===== src/include/bpm_pkg.sv =====
// Constants, register map and carrier types for the bidirectional port block
package bpm_pkg;

    ////////////////////////////////////////////////////////////////////////////
    // Geometry
    localparam int PORT_W     = 8;
    localparam int SLOT_N     = 4;
    localparam int SLOT_IDX_W = 2;
    localparam int AXI_DATA_W = 32;
    localparam int AXI_STRB_W = 4;

    ////////////////////////////////////////////////////////////////////////////
    // Register byte offsets, one aligned word each
    localparam logic [7:0] OFS_PIN_DATA  = 8'h00;   // port_pin_data
    localparam logic [7:0] OFS_DIR       = 8'h04;   // pin_direction_bits
    localparam logic [7:0] OFS_LATCH     = 8'h08;   // port_output_latch
    localparam logic [7:0] OFS_ANALOG    = 8'h0C;   // analog input select
    localparam logic [7:0] OFS_OWNED     = 8'h10;   // read only: peripheral owns pin
    localparam logic [7:0] OFS_OWNER_IDX = 8'h14;   // read only: winning slot per pin

    ////////////////////////////////////////////////////////////////////////////
    // Reset values
    localparam logic [7:0] DIR_RST    = 8'hFF;      // All pins input
    localparam logic [7:0] LATCH_RST  = 8'h00;
    localparam logic [7:0] ANALOG_RST = 8'h00;      // All pins digital

    ////////////////////////////////////////////////////////////////////////////
    // AXI responses
    localparam logic [1:0] RESP_OKAY   = 2'h0;
    localparam logic [1:0] RESP_SLVERR = 2'h2;

    ////////////////////////////////////////////////////////////////////////////
    // Function slots present per pin, slot 0 ranks highest; order {pin7..pin0}
    localparam logic [7:0][3:0] SLOT_MASK_BASE = {4'h3, 4'h7, 4'h3, 4'h3,
                                                  4'h7, 4'h3, 4'h3, 4'h3};
    // Extra slots that exist only on the 28-pin variant (channel 3 outputs)
    localparam logic [7:0][3:0] SLOT_MASK_28   = {4'h4, 4'h8, 4'h0, 4'h0,
                                                  4'h0, 4'h0, 4'h0, 4'h0};

    ////////////////////////////////////////////////////////////////////////////
    // Per-pin peripheral request bundle
    typedef struct packed {
        logic [3:0] en;     // Function enabled
        logic [3:0] drv;    // Function drives the pin (0 = input-type override)
        logic [3:0] dat;    // Value the function drives
    } bpm_pin_func_t;

endpackage


===== src/bpm_port.sv =====
// Eight-bit bidirectional port with per-pin output priority mux and AXI4-Lite registers
`timescale 1ns/10ps
`default_nettype none

module bpm_port
    import bpm_pkg::*;
#(
    parameter int AXI_ADDR_W = 8,
    parameter int VARIANT_28 = 1
) (
    input  wire logic                      aclk,
    input  wire logic                      aresetn,
    input  wire logic [AXI_ADDR_W-1:0]     s_axi_awaddr,
    input  wire logic [2:0]                s_axi_awprot,
    input  wire logic                      s_axi_awvalid,
    output var  logic                      s_axi_awready,
    input  wire logic [AXI_DATA_W-1:0]     s_axi_wdata,
    input  wire logic [AXI_STRB_W-1:0]     s_axi_wstrb,
    input  wire logic                      s_axi_wvalid,
    output var  logic                      s_axi_wready,
    output var  logic [1:0]                s_axi_bresp,
    output var  logic                      s_axi_bvalid,
    input  wire logic                      s_axi_bready,
    input  wire logic [AXI_ADDR_W-1:0]     s_axi_araddr,
    input  wire logic [2:0]                s_axi_arprot,
    input  wire logic                      s_axi_arvalid,
    output var  logic                      s_axi_arready,
    output var  logic [AXI_DATA_W-1:0]     s_axi_rdata,
    output var  logic [1:0]                s_axi_rresp,
    output var  logic                      s_axi_rvalid,
    input  wire logic                      s_axi_rready,
    input  wire bpm_pin_func_t [PORT_W-1:0] pin_funcs,
    input  wire logic [PORT_W-1:0]         port_pin_in,
    output var  logic [PORT_W-1:0]         port_pin_out,
    output var  logic [PORT_W-1:0]         port_pin_oe,
    output var  logic [PORT_W-1:0]         pin_digital_in,
    output var  logic [PORT_W-1:0]         pin_periph_owned
);

    ////////////////////////////////////////////////////////////////////////////
    // Elaboration checks
    if (AXI_ADDR_W < 5 || AXI_ADDR_W > 32) begin : g_bad_addr_w
        $error("AXI_ADDR_W must lie between 5 and 32");
    end
    if (VARIANT_28 != 0 && VARIANT_28 != 1) begin : g_bad_variant
        $error("VARIANT_28 must be 0 or 1");
    end

    ////////////////////////////////////////////////////////////////////////////
    // Priority encoder: bit 2 says found, low bits give the winning slot
    function automatic logic [SLOT_IDX_W:0] prio_pick(input logic [SLOT_N-1:0] req);
        logic [SLOT_IDX_W:0] pick;
        pick = 3'h0;
        // Walk from lowest rank up so the highest rank is written last
        for (int s = SLOT_N - 1; s >= 0; s--) begin
            if (req[s]) begin
                pick = {1'h1, s[SLOT_IDX_W-1:0]};
            end
        end
        return pick;
    endfunction

    ////////////////////////////////////////////////////////////////////////////
    // State
    logic [PORT_W-1:0]     dir_ff;
    logic [PORT_W-1:0]     latch_ff;
    logic [PORT_W-1:0]     analog_ff;
    logic [PORT_W-1:0]     pin_out_ff;
    logic [PORT_W-1:0]     pin_oe_ff;
    logic [PORT_W-1:0]     dig_in_ff;
    logic [PORT_W-1:0]     owned_ff;
    logic [2*PORT_W-1:0]   owner_idx_ff;
    logic                  awready_ff;
    logic                  wready_ff;
    logic                  aw_full_ff;
    logic                  w_full_ff;
    logic [AXI_ADDR_W-1:0] awaddr_ff;
    logic [PORT_W-1:0]     wdata_ff;
    logic                  wstrb0_ff;
    logic                  bvalid_ff;
    logic [1:0]            bresp_ff;
    logic                  arready_ff;
    logic                  rvalid_ff;
    logic [AXI_DATA_W-1:0] rdata_ff;
    logic [1:0]            rresp_ff;

    ////////////////////////////////////////////////////////////////////////////
    // Pin read path
    logic [PORT_W-1:0] pin_read;
    assign pin_read = port_pin_in & ~analog_ff;

    ////////////////////////////////////////////////////////////////////////////
    // Write channel handshakes and decode
    logic aw_hs;
    logic w_hs;
    logic wr_fire;
    logic wr_hit_data;
    logic wr_hit_dir;
    logic wr_hit_latch;
    logic wr_hit_analog;
    logic wr_hit_ro;
    logic wr_mapped;
    logic [7:0] wr_ofs;
    logic [31:0] wr_addr_wide;
    logic wr_in_range;

    assign aw_hs         = s_axi_awvalid & awready_ff;
    assign w_hs          = s_axi_wvalid & wready_ff;
    // Both halves held and no response pending
    assign wr_fire       = aw_full_ff & w_full_ff & ~bvalid_ff;
    // Widened so the range test has upper bits at any address width
    assign wr_addr_wide  = 32'(awaddr_ff);
    assign wr_in_range   = (wr_addr_wide[31:8] == 24'h00_0000);
    assign wr_ofs        = {wr_addr_wide[7:2], 2'h0};
    assign wr_hit_data   = wr_in_range && (wr_ofs == OFS_PIN_DATA);
    assign wr_hit_dir    = wr_in_range && (wr_ofs == OFS_DIR);
    assign wr_hit_latch  = wr_in_range && (wr_ofs == OFS_LATCH);
    assign wr_hit_analog = wr_in_range && (wr_ofs == OFS_ANALOG);
    assign wr_hit_ro     = wr_in_range
                           && (wr_ofs == OFS_OWNED || wr_ofs == OFS_OWNER_IDX);
    assign wr_mapped     = wr_hit_data | wr_hit_dir | wr_hit_latch | wr_hit_analog | wr_hit_ro;

    ////////////////////////////////////////////////////////////////////////////
    // Next register values
    logic [PORT_W-1:0] nxt_dir;
    logic [PORT_W-1:0] nxt_latch;
    logic [PORT_W-1:0] nxt_analog;

    assign nxt_dir    = (wr_fire && wr_hit_dir && wstrb0_ff) ? wdata_ff : dir_ff;
    assign nxt_analog = (wr_fire && wr_hit_analog && wstrb0_ff) ? wdata_ff : analog_ff;
    // read-modify-write path
    // Lanes not strobed are refilled from the pins, so a port write with no
    // strobe still copies the pin levels into the latch
    assign nxt_latch  = (wr_fire && wr_hit_data) ? (wstrb0_ff ? wdata_ff : pin_read)
                      : (wr_fire && wr_hit_latch && wstrb0_ff) ? wdata_ff
                      : latch_ff;

    ////////////////////////////////////////////////////////////////////////////
    // Output priority mux, one copy per pin
    logic [PORT_W-1:0] [SLOT_N-1:0] slot_mask;
    logic [PORT_W-1:0] [SLOT_IDX_W:0] pick;
    logic [PORT_W-1:0] nxt_pin_out;
    logic [PORT_W-1:0] nxt_pin_oe;
    logic [2*PORT_W-1:0] nxt_owner_idx;

    // Channel 3 slots vanish on the smaller package
    assign slot_mask = (VARIANT_28 == 1) ? (SLOT_MASK_BASE | SLOT_MASK_28) : SLOT_MASK_BASE;

    for (genvar i = 0; i < PORT_W; i++) begin : g_pin
        logic [SLOT_N-1:0] req;
        assign req = pin_funcs[i].en & slot_mask[i];
        assign pick[i] = prio_pick(req);
        assign nxt_pin_oe[i]  = pick[i][SLOT_IDX_W] ? pin_funcs[i].drv[pick[i][SLOT_IDX_W-1:0]]
                                                    : ~nxt_dir[i];
        assign nxt_pin_out[i] = pick[i][SLOT_IDX_W] ? pin_funcs[i].dat[pick[i][SLOT_IDX_W-1:0]]
                                                    : nxt_latch[i];
        assign nxt_owner_idx[2*i+1:2*i] = pick[i][SLOT_IDX_W-1:0];
    end

    ////////////////////////////////////////////////////////////////////////////
    // Read channel decode
    logic ar_hs;
    logic [7:0] rd_ofs;
    logic [31:0] rd_addr_wide;
    logic rd_in_range;
    logic rd_mapped;
    logic [PORT_W-1:0] rd_byte;
    logic [2*PORT_W-1:0] rd_half;
    logic [AXI_DATA_W-1:0] rd_word;

    assign ar_hs       = s_axi_arvalid & arready_ff;
    assign rd_addr_wide = 32'(s_axi_araddr);
    assign rd_ofs      = {rd_addr_wide[7:2], 2'h0};
    assign rd_in_range = (rd_addr_wide[31:8] == 24'h00_0000);
    assign rd_mapped   = rd_in_range && (rd_ofs == OFS_PIN_DATA || rd_ofs == OFS_DIR
                         || rd_ofs == OFS_LATCH || rd_ofs == OFS_ANALOG
                         || rd_ofs == OFS_OWNED || rd_ofs == OFS_OWNER_IDX);
    assign rd_byte     = (rd_ofs == OFS_PIN_DATA) ? pin_read
                       : (rd_ofs == OFS_DIR)      ? dir_ff
                       : (rd_ofs == OFS_LATCH)    ? latch_ff
                       : (rd_ofs == OFS_ANALOG)   ? analog_ff
                       : (rd_ofs == OFS_OWNED)    ? owned_ff
                       : 8'h00;
    assign rd_half     = (rd_ofs == OFS_OWNER_IDX) ? owner_idx_ff : {8'h00, rd_byte};
    // Upper bits read zero; unmapped words read zero with an error
    assign rd_word     = rd_mapped ? {16'h0000, rd_half} : 32'h0000_0000;

    ////////////////////////////////////////////////////////////////////////////
    // Port registers
    // commit edge drives pins too
    always_ff @(posedge aclk) begin
        if (!aresetn) begin
            dir_ff    <= DIR_RST;
            latch_ff  <= LATCH_RST;
            analog_ff <= ANALOG_RST;
        end else begin
            dir_ff    <= nxt_dir;
            latch_ff  <= nxt_latch;
            analog_ff <= nxt_analog;
        end
    end

    // Pin drive and status flops; peripheral changes reach the pin one edge later
    always_ff @(posedge aclk) begin
        if (!aresetn) begin
            pin_out_ff   <= LATCH_RST;
            pin_oe_ff    <= ~DIR_RST;
            owned_ff     <= 8'h00;
            owner_idx_ff <= 16'h0000;
        end else begin
            pin_out_ff   <= nxt_pin_out;
            pin_oe_ff    <= nxt_pin_oe;
            owned_ff     <= {pick[7][2], pick[6][2], pick[5][2], pick[4][2],
                             pick[3][2], pick[2][2], pick[1][2], pick[0][2]};
            owner_idx_ff <= nxt_owner_idx;
        end
    end

    always_ff @(posedge aclk) begin
        if (!aresetn) begin
            dig_in_ff <= 8'h00;
        end else begin
            dig_in_ff <= pin_read;
        end
    end

    ////////////////////////////////////////////////////////////////////////////
    // AXI write address and data capture, taken in either order
    always_ff @(posedge aclk) begin
        if (!aresetn) begin
            aw_full_ff <= 1'h0;
            awaddr_ff  <= '0;
        end else if (aw_hs) begin
            aw_full_ff <= 1'h1;
            awaddr_ff  <= s_axi_awaddr;
        end else if (wr_fire) begin
            aw_full_ff <= 1'h0;
        end
    end

    always_ff @(posedge aclk) begin
        if (!aresetn) begin
            w_full_ff <= 1'h0;
            wdata_ff  <= 8'h00;
            wstrb0_ff <= 1'h0;
        end else if (w_hs) begin
            w_full_ff <= 1'h1;
            wdata_ff  <= s_axi_wdata[PORT_W-1:0];
            wstrb0_ff <= s_axi_wstrb[0];
        end else if (wr_fire) begin
            w_full_ff <= 1'h0;
        end
    end

    // Ready only while the holding slot is empty; a slot never refills before it fires
    always_ff @(posedge aclk) begin
        if (!aresetn) begin
            awready_ff <= 1'h0;
            wready_ff  <= 1'h0;
        end else begin
            awready_ff <= ~(aw_hs | aw_full_ff) | wr_fire;
            wready_ff  <= ~(w_hs | w_full_ff) | wr_fire;
        end
    end

    // Write response
    always_ff @(posedge aclk) begin
        if (!aresetn) begin
            bvalid_ff <= 1'h0;
            bresp_ff  <= RESP_OKAY;
        end else if (wr_fire) begin
            bvalid_ff <= 1'h1;
            bresp_ff  <= wr_mapped ? RESP_OKAY : RESP_SLVERR;
        end else if (s_axi_bready) begin
            bvalid_ff <= 1'h0;
        end
    end

    ////////////////////////////////////////////////////////////////////////////
    // AXI read: data sampled at the address edge, one read in flight
    always_ff @(posedge aclk) begin
        if (!aresetn) begin
            rvalid_ff <= 1'h0;
            rdata_ff  <= 32'h0000_0000;
            rresp_ff  <= RESP_OKAY;
        end else if (ar_hs) begin
            rvalid_ff <= 1'h1;
            rdata_ff  <= rd_word;
            rresp_ff  <= rd_mapped ? RESP_OKAY : RESP_SLVERR;
        end else if (s_axi_rready) begin
            rvalid_ff <= 1'h0;
        end
    end

    // Address ready drops while a read is taken or its data waits
    always_ff @(posedge aclk) begin
        if (!aresetn) begin
            arready_ff <= 1'h0;
        end else begin
            arready_ff <= ~ar_hs & (~rvalid_ff | s_axi_rready);
        end
    end

    ////////////////////////////////////////////////////////////////////////////
    // Outputs
    assign s_axi_awready    = awready_ff;
    assign s_axi_wready     = wready_ff;
    assign s_axi_bvalid     = bvalid_ff;
    assign s_axi_bresp      = bresp_ff;
    assign s_axi_arready    = arready_ff;
    assign s_axi_rvalid     = rvalid_ff;
    assign s_axi_rdata      = rdata_ff;
    assign s_axi_rresp      = rresp_ff;
    assign port_pin_out     = pin_out_ff;
    assign port_pin_oe      = pin_oe_ff;
    assign pin_digital_in   = dig_in_ff;
    assign pin_periph_owned = owned_ff;

endmodule

`default_nettype wire


===== config.mk =====
export PLATFORM = sky130hd
export DESIGN_NAME = bpm_port
export DESIGN_NICKNAME = d
export VERILOG_FILES = /design/src/include/bpm_pkg.sv /design/src/bpm_port.sv
export SDC_FILE = /design/constraint.sdc
export NUM_CORES = 1
export LEC_CHECK = 0
export ABC_AREA = 0
export BUFFER_PORTS_ARGS = -buffer_cell sky130_fd_sc_hd__buf_2
export CAP_MARGIN = 10
export CORE_ASPECT_RATIO = 1.1
export CORE_MARGIN = 1.5
export CORE_UTILIZATION = 48
export CTS_CLUSTER_DIAMETER = 60
export DETAILED_ROUTE_END_ITERATION = 7
export HOLD_SLACK_MARGIN = 0.05
export PLACE_DENSITY = 0.82
export SETUP_SLACK_MARGIN = 0.5
export SLEW_MARGIN = 20
export SYNTH_ARGS = -nofsm -noshare
export SYNTH_HDL_FRONTEND = slang
export SYNTH_SLANG_ARGS = --single-unit

===== constraint.sdc =====
create_clock -name aclk -period 5.8 [get_ports aclk]
set_clock_uncertainty 0.1 [all_clocks]
set_input_delay 0.58 -clock aclk [delete_from_list [all_inputs] [get_ports aclk]]
set_output_delay 0.58 -clock aclk [all_outputs]
set_load 0.05 [all_outputs]

==> flow_metrics.py <==
metrics = {
    "floorplanning": {
        "core_area_um2": 9010,
        "io_pins": 242,
        "dieWidth_um": 95.5,
        "die-area_um2": 9990,
        "die_h_um": 105,
        "num_rows": 36,
        "start_util_pct": 50.1,
    },
    "sta": {
        "finalCriticalPeriod_ns": 2.80,
        "fin_setup_tns_ns": 0,
        "maxSlewHeadroom_pct": 40.9,
        "worst_slack_ns": 3.00,
        "final-hold-violation-count": 0,
        "worst_slew_pin_slew_ns": 0.881,
        "fmax_ghz": 0.357,
        "setup_viol": 0,
        "drv_slew": 0,
        "hold_slack_ns": 0.347,
        "fin_crit_sh_pct": 48.3,
        "rsz0062_at_grt": "false",
    },
    "critical_path": {
        "slowest_stage": "or3_1",
        "worstSetupPathType": "reg -> reg",
        "crit_family": "simple AND/OR/NAND/NOR gates",
        "cp_cell_sequence": "or4_4 -> or3_1 -> a21o_1 -> a2111oi_0 -> a2111oi_0",
        "critPathMaxStageDelay_ns": 0.58,
        "crit_top_cell": "a2111oi_0",
        "worst_r2r_path_depth": 5,
        "crit_buf_inv": 0,
        "arrival_ns": 2.95,
        "critPathLaunchType": "flop",
        "critical_path.max_fanout": 12,
        "cp.depth": 5,
        "timing.rr.start": "awaddr_ff[7]$_SDFFE_PN0P_",
        "cp-startpoint": "awaddr_ff[7]$_SDFFE_PN0P_",
        "endpoint_kind": "flop",
        "required_ns": 5.94,
    },
    "route": {
        "drcViolationCount": 0,
        "vias": 4454,
        "dr.pass1.iters": 5,
        "antenna_left": 0,
        "drt_iter0_drc": 335,
        "routed_wl_um": 12300,
        "wl_per_cell_um": 15.6,
        "viasPerCell": 5.62,
    },
    "yosys": {
        "synth-async-reset-ratio_pct": 0,
        "synth_ff_type": "dfxtp_1",
        "syn_inst": 543,
        "synth_seq_area_share_pct": 46.6,
        "syn_avg_cell_area_um2": 8.31,
        "synth_edf_count": 0,
        "syn_area_um2": 4510,
        "netlist-cell-type-count": 49,
        "yosys_warnings": 0,
        "synth_seq_cells": 105,
    },
    "clock_tree": {
        "cts_made_buffers": 9,
        "post_cts_resized": 0,
        "cts_tree": "done",
        "cts_max_level": 3,
        "cts_setup_buffers": 0,
        "clockRootBuffer": "clkbuf_8",
        "clock_latency_ns": 0.37,
        "clk_pin_slew_ns": 0.10,
        "ctsHoldBuffers": 0,
        "clock_path_buffers": 2,
        "cts.sinks": 105,
    },
    "placement": {
        "gp_congestion": 0.830,
        "post-place-ws_ns": 3.02,
        "port_buffers": 148,
        "placed_cells": 777,
        "hpwl_um": 9030,
        "postPlaceCellArea_um2": 5200,
    },
    "cells_and_area": {
        "final_layout_size_suffix_gt1_share_pct": 25.3,
        "antenna_cells": 0,
        "final_area_um2": 5380,
        "n_fill_cell": 791,
        "layout_commonest_cell": "buf_2",
        "nets": 843,
        "final_cells": 793,
        "area_delta_synth_final_pct": 19.3,
        "final_util_pct": 59.8,
        "final_cell_mix": "buf_2, dfxtp_1, nand2_1, nor2_1, a21oi_1",
    },
    "hold_path": {
        "worstHoldStart": "s_axi_wdata[0]",
        "worstHoldPathType": "in -> reg",
        "min_path_cells": 3,
    },
    "grt": {
        "grt_pass1_wl_um": 19200,
        "grt_max_degree": 43,
        "grt_overflow_total": 0,
        "gr-usage-all-layers_pct": 24.4,
        "antenna_found_initial": 0,
        "grt_pass1_vias": 4156,
    },
    "power_and_ir_drop": {
        "powerDensity_nw_per_um2": 264,
        "power_mw": 1.42,
        "peakVddDrop_uv": 120,
        "p_leak_nw": 2.49,
    },
    "run_status": {
        "status": "complete, no violations",
    },
    "flow_run": {
        "maxCapViolCount": 0,
    },
}
[registers in the layout, indices dropped and copies added (netlist names), 6 cells and up]
signal,cells
pin_digital_in,8
pin_periph_owned,8
port_pin_oe,8
analog_ff,8
awaddr_ff,6
dir_ff,8
latch_ff,8
owner_idx_ff,11
port_pin_out,8
s_axi_rdata,14
wdata_ff,8
[area by class of cell]
cell class / count / area, µm² / area share, %
clock buffer: 10 / 138 / 2.56
multi-input combinational: 390 / 2140 / 39.7
clock inverter: 6 / 41.3 / 0.767
timing repair buffer: 149 / 748 / 13.9
sequential: 105 / 2100 / 39.1
tap: 114 / 143 / 2.65
inverter: 19 / 71.3 / 1.32
[worst min-delay path, cell delays in order]
cell     delay [ns]
buf_2          0.09
nand2_1        0.05
a21oi_1        0.05
[final timing paths]
kind / end / slack [ns]
worst max-delay path: port_pin_out[1]$_SDFF_PN0_ / 3.00
worst min-delay path: wdata_ff[0]$_SDFFE_PN0P_ / 0.35
worst max register to register: port_pin_out[1]$_SDFF_PN0_ / 3.00
worst min register to register: s_axi_rdata[14]$_SDFFE_PN0P_ / 0.36
[cell usage after synthesis (3+ instances only)]
library cell / n / area (µm²)
a2111oi_0: 5 / 43.8
a2111oi_1: 3 / 30.0
a2111oi_2: 3 / 45.0
a211oi_1: 4 / 30.0
a21oi_1: 50 / 250
a22oi_1: 9 / 67.6
a32oi_1: 3 / 26.3
and2_1: 7 / 43.8
and3_1: 7 / 43.8
buf_1: 3 / 11.3
buf_4: 20 / 150
clkbuf_1: 22 / 82.6
dfxtp_1: 105 / 2100
inv_1: 18 / 67.6
mux2i_1: 17 / 170
nand2_1: 77 / 289
nand2b_1: 9 / 56.3
nand3_1: 22 / 110
nor2_1: 60 / 225
nor2b_1: 4 / 25.0
nor3_1: 20 / 100
nor3b_1: 13 / 97.6
o21ai_0: 19 / 95.1
o22ai_1: 8 / 50.1
o311a_1: 4 / 40.0
[power by group]
group / switching, mW / internal [mW] / leakage (nW)
Clock: 0.252 / 0.170 / 0.0968
Combinational: 0.169 / 0.0668 / 1.53
Sequential: 0.0172 / 0.747 / 0.860
Total: 0.439 / 0.984 / 2.49
[logic make-up after synthesis]
logic type	share of synthesized area (%)
flops	46.6
buf+inv	7.60
other cells	0.0831
simple gates	24.0
compound gates	18.0
mux	3.77
[per-layer routing]
| layer | wire [µm] | up-vias | global-route usage, % | part of all wire (%) |
|---|---|---|---|---|
| met5 | 0 | - | 0 | 0 |
| met4 | 390 | 0 | 10.4 | 3.2 |
| met3 | 973 | 37 | 3.06 | 7.9 |
| met2 | 6160 | 214 | 41.6 | 50 |
| met1 | 4820 | 2088 | 30.3 | 39 |
| li1 | - | 2115 | - | - |
Note: power is estimated with default switching activity, not from simulation.
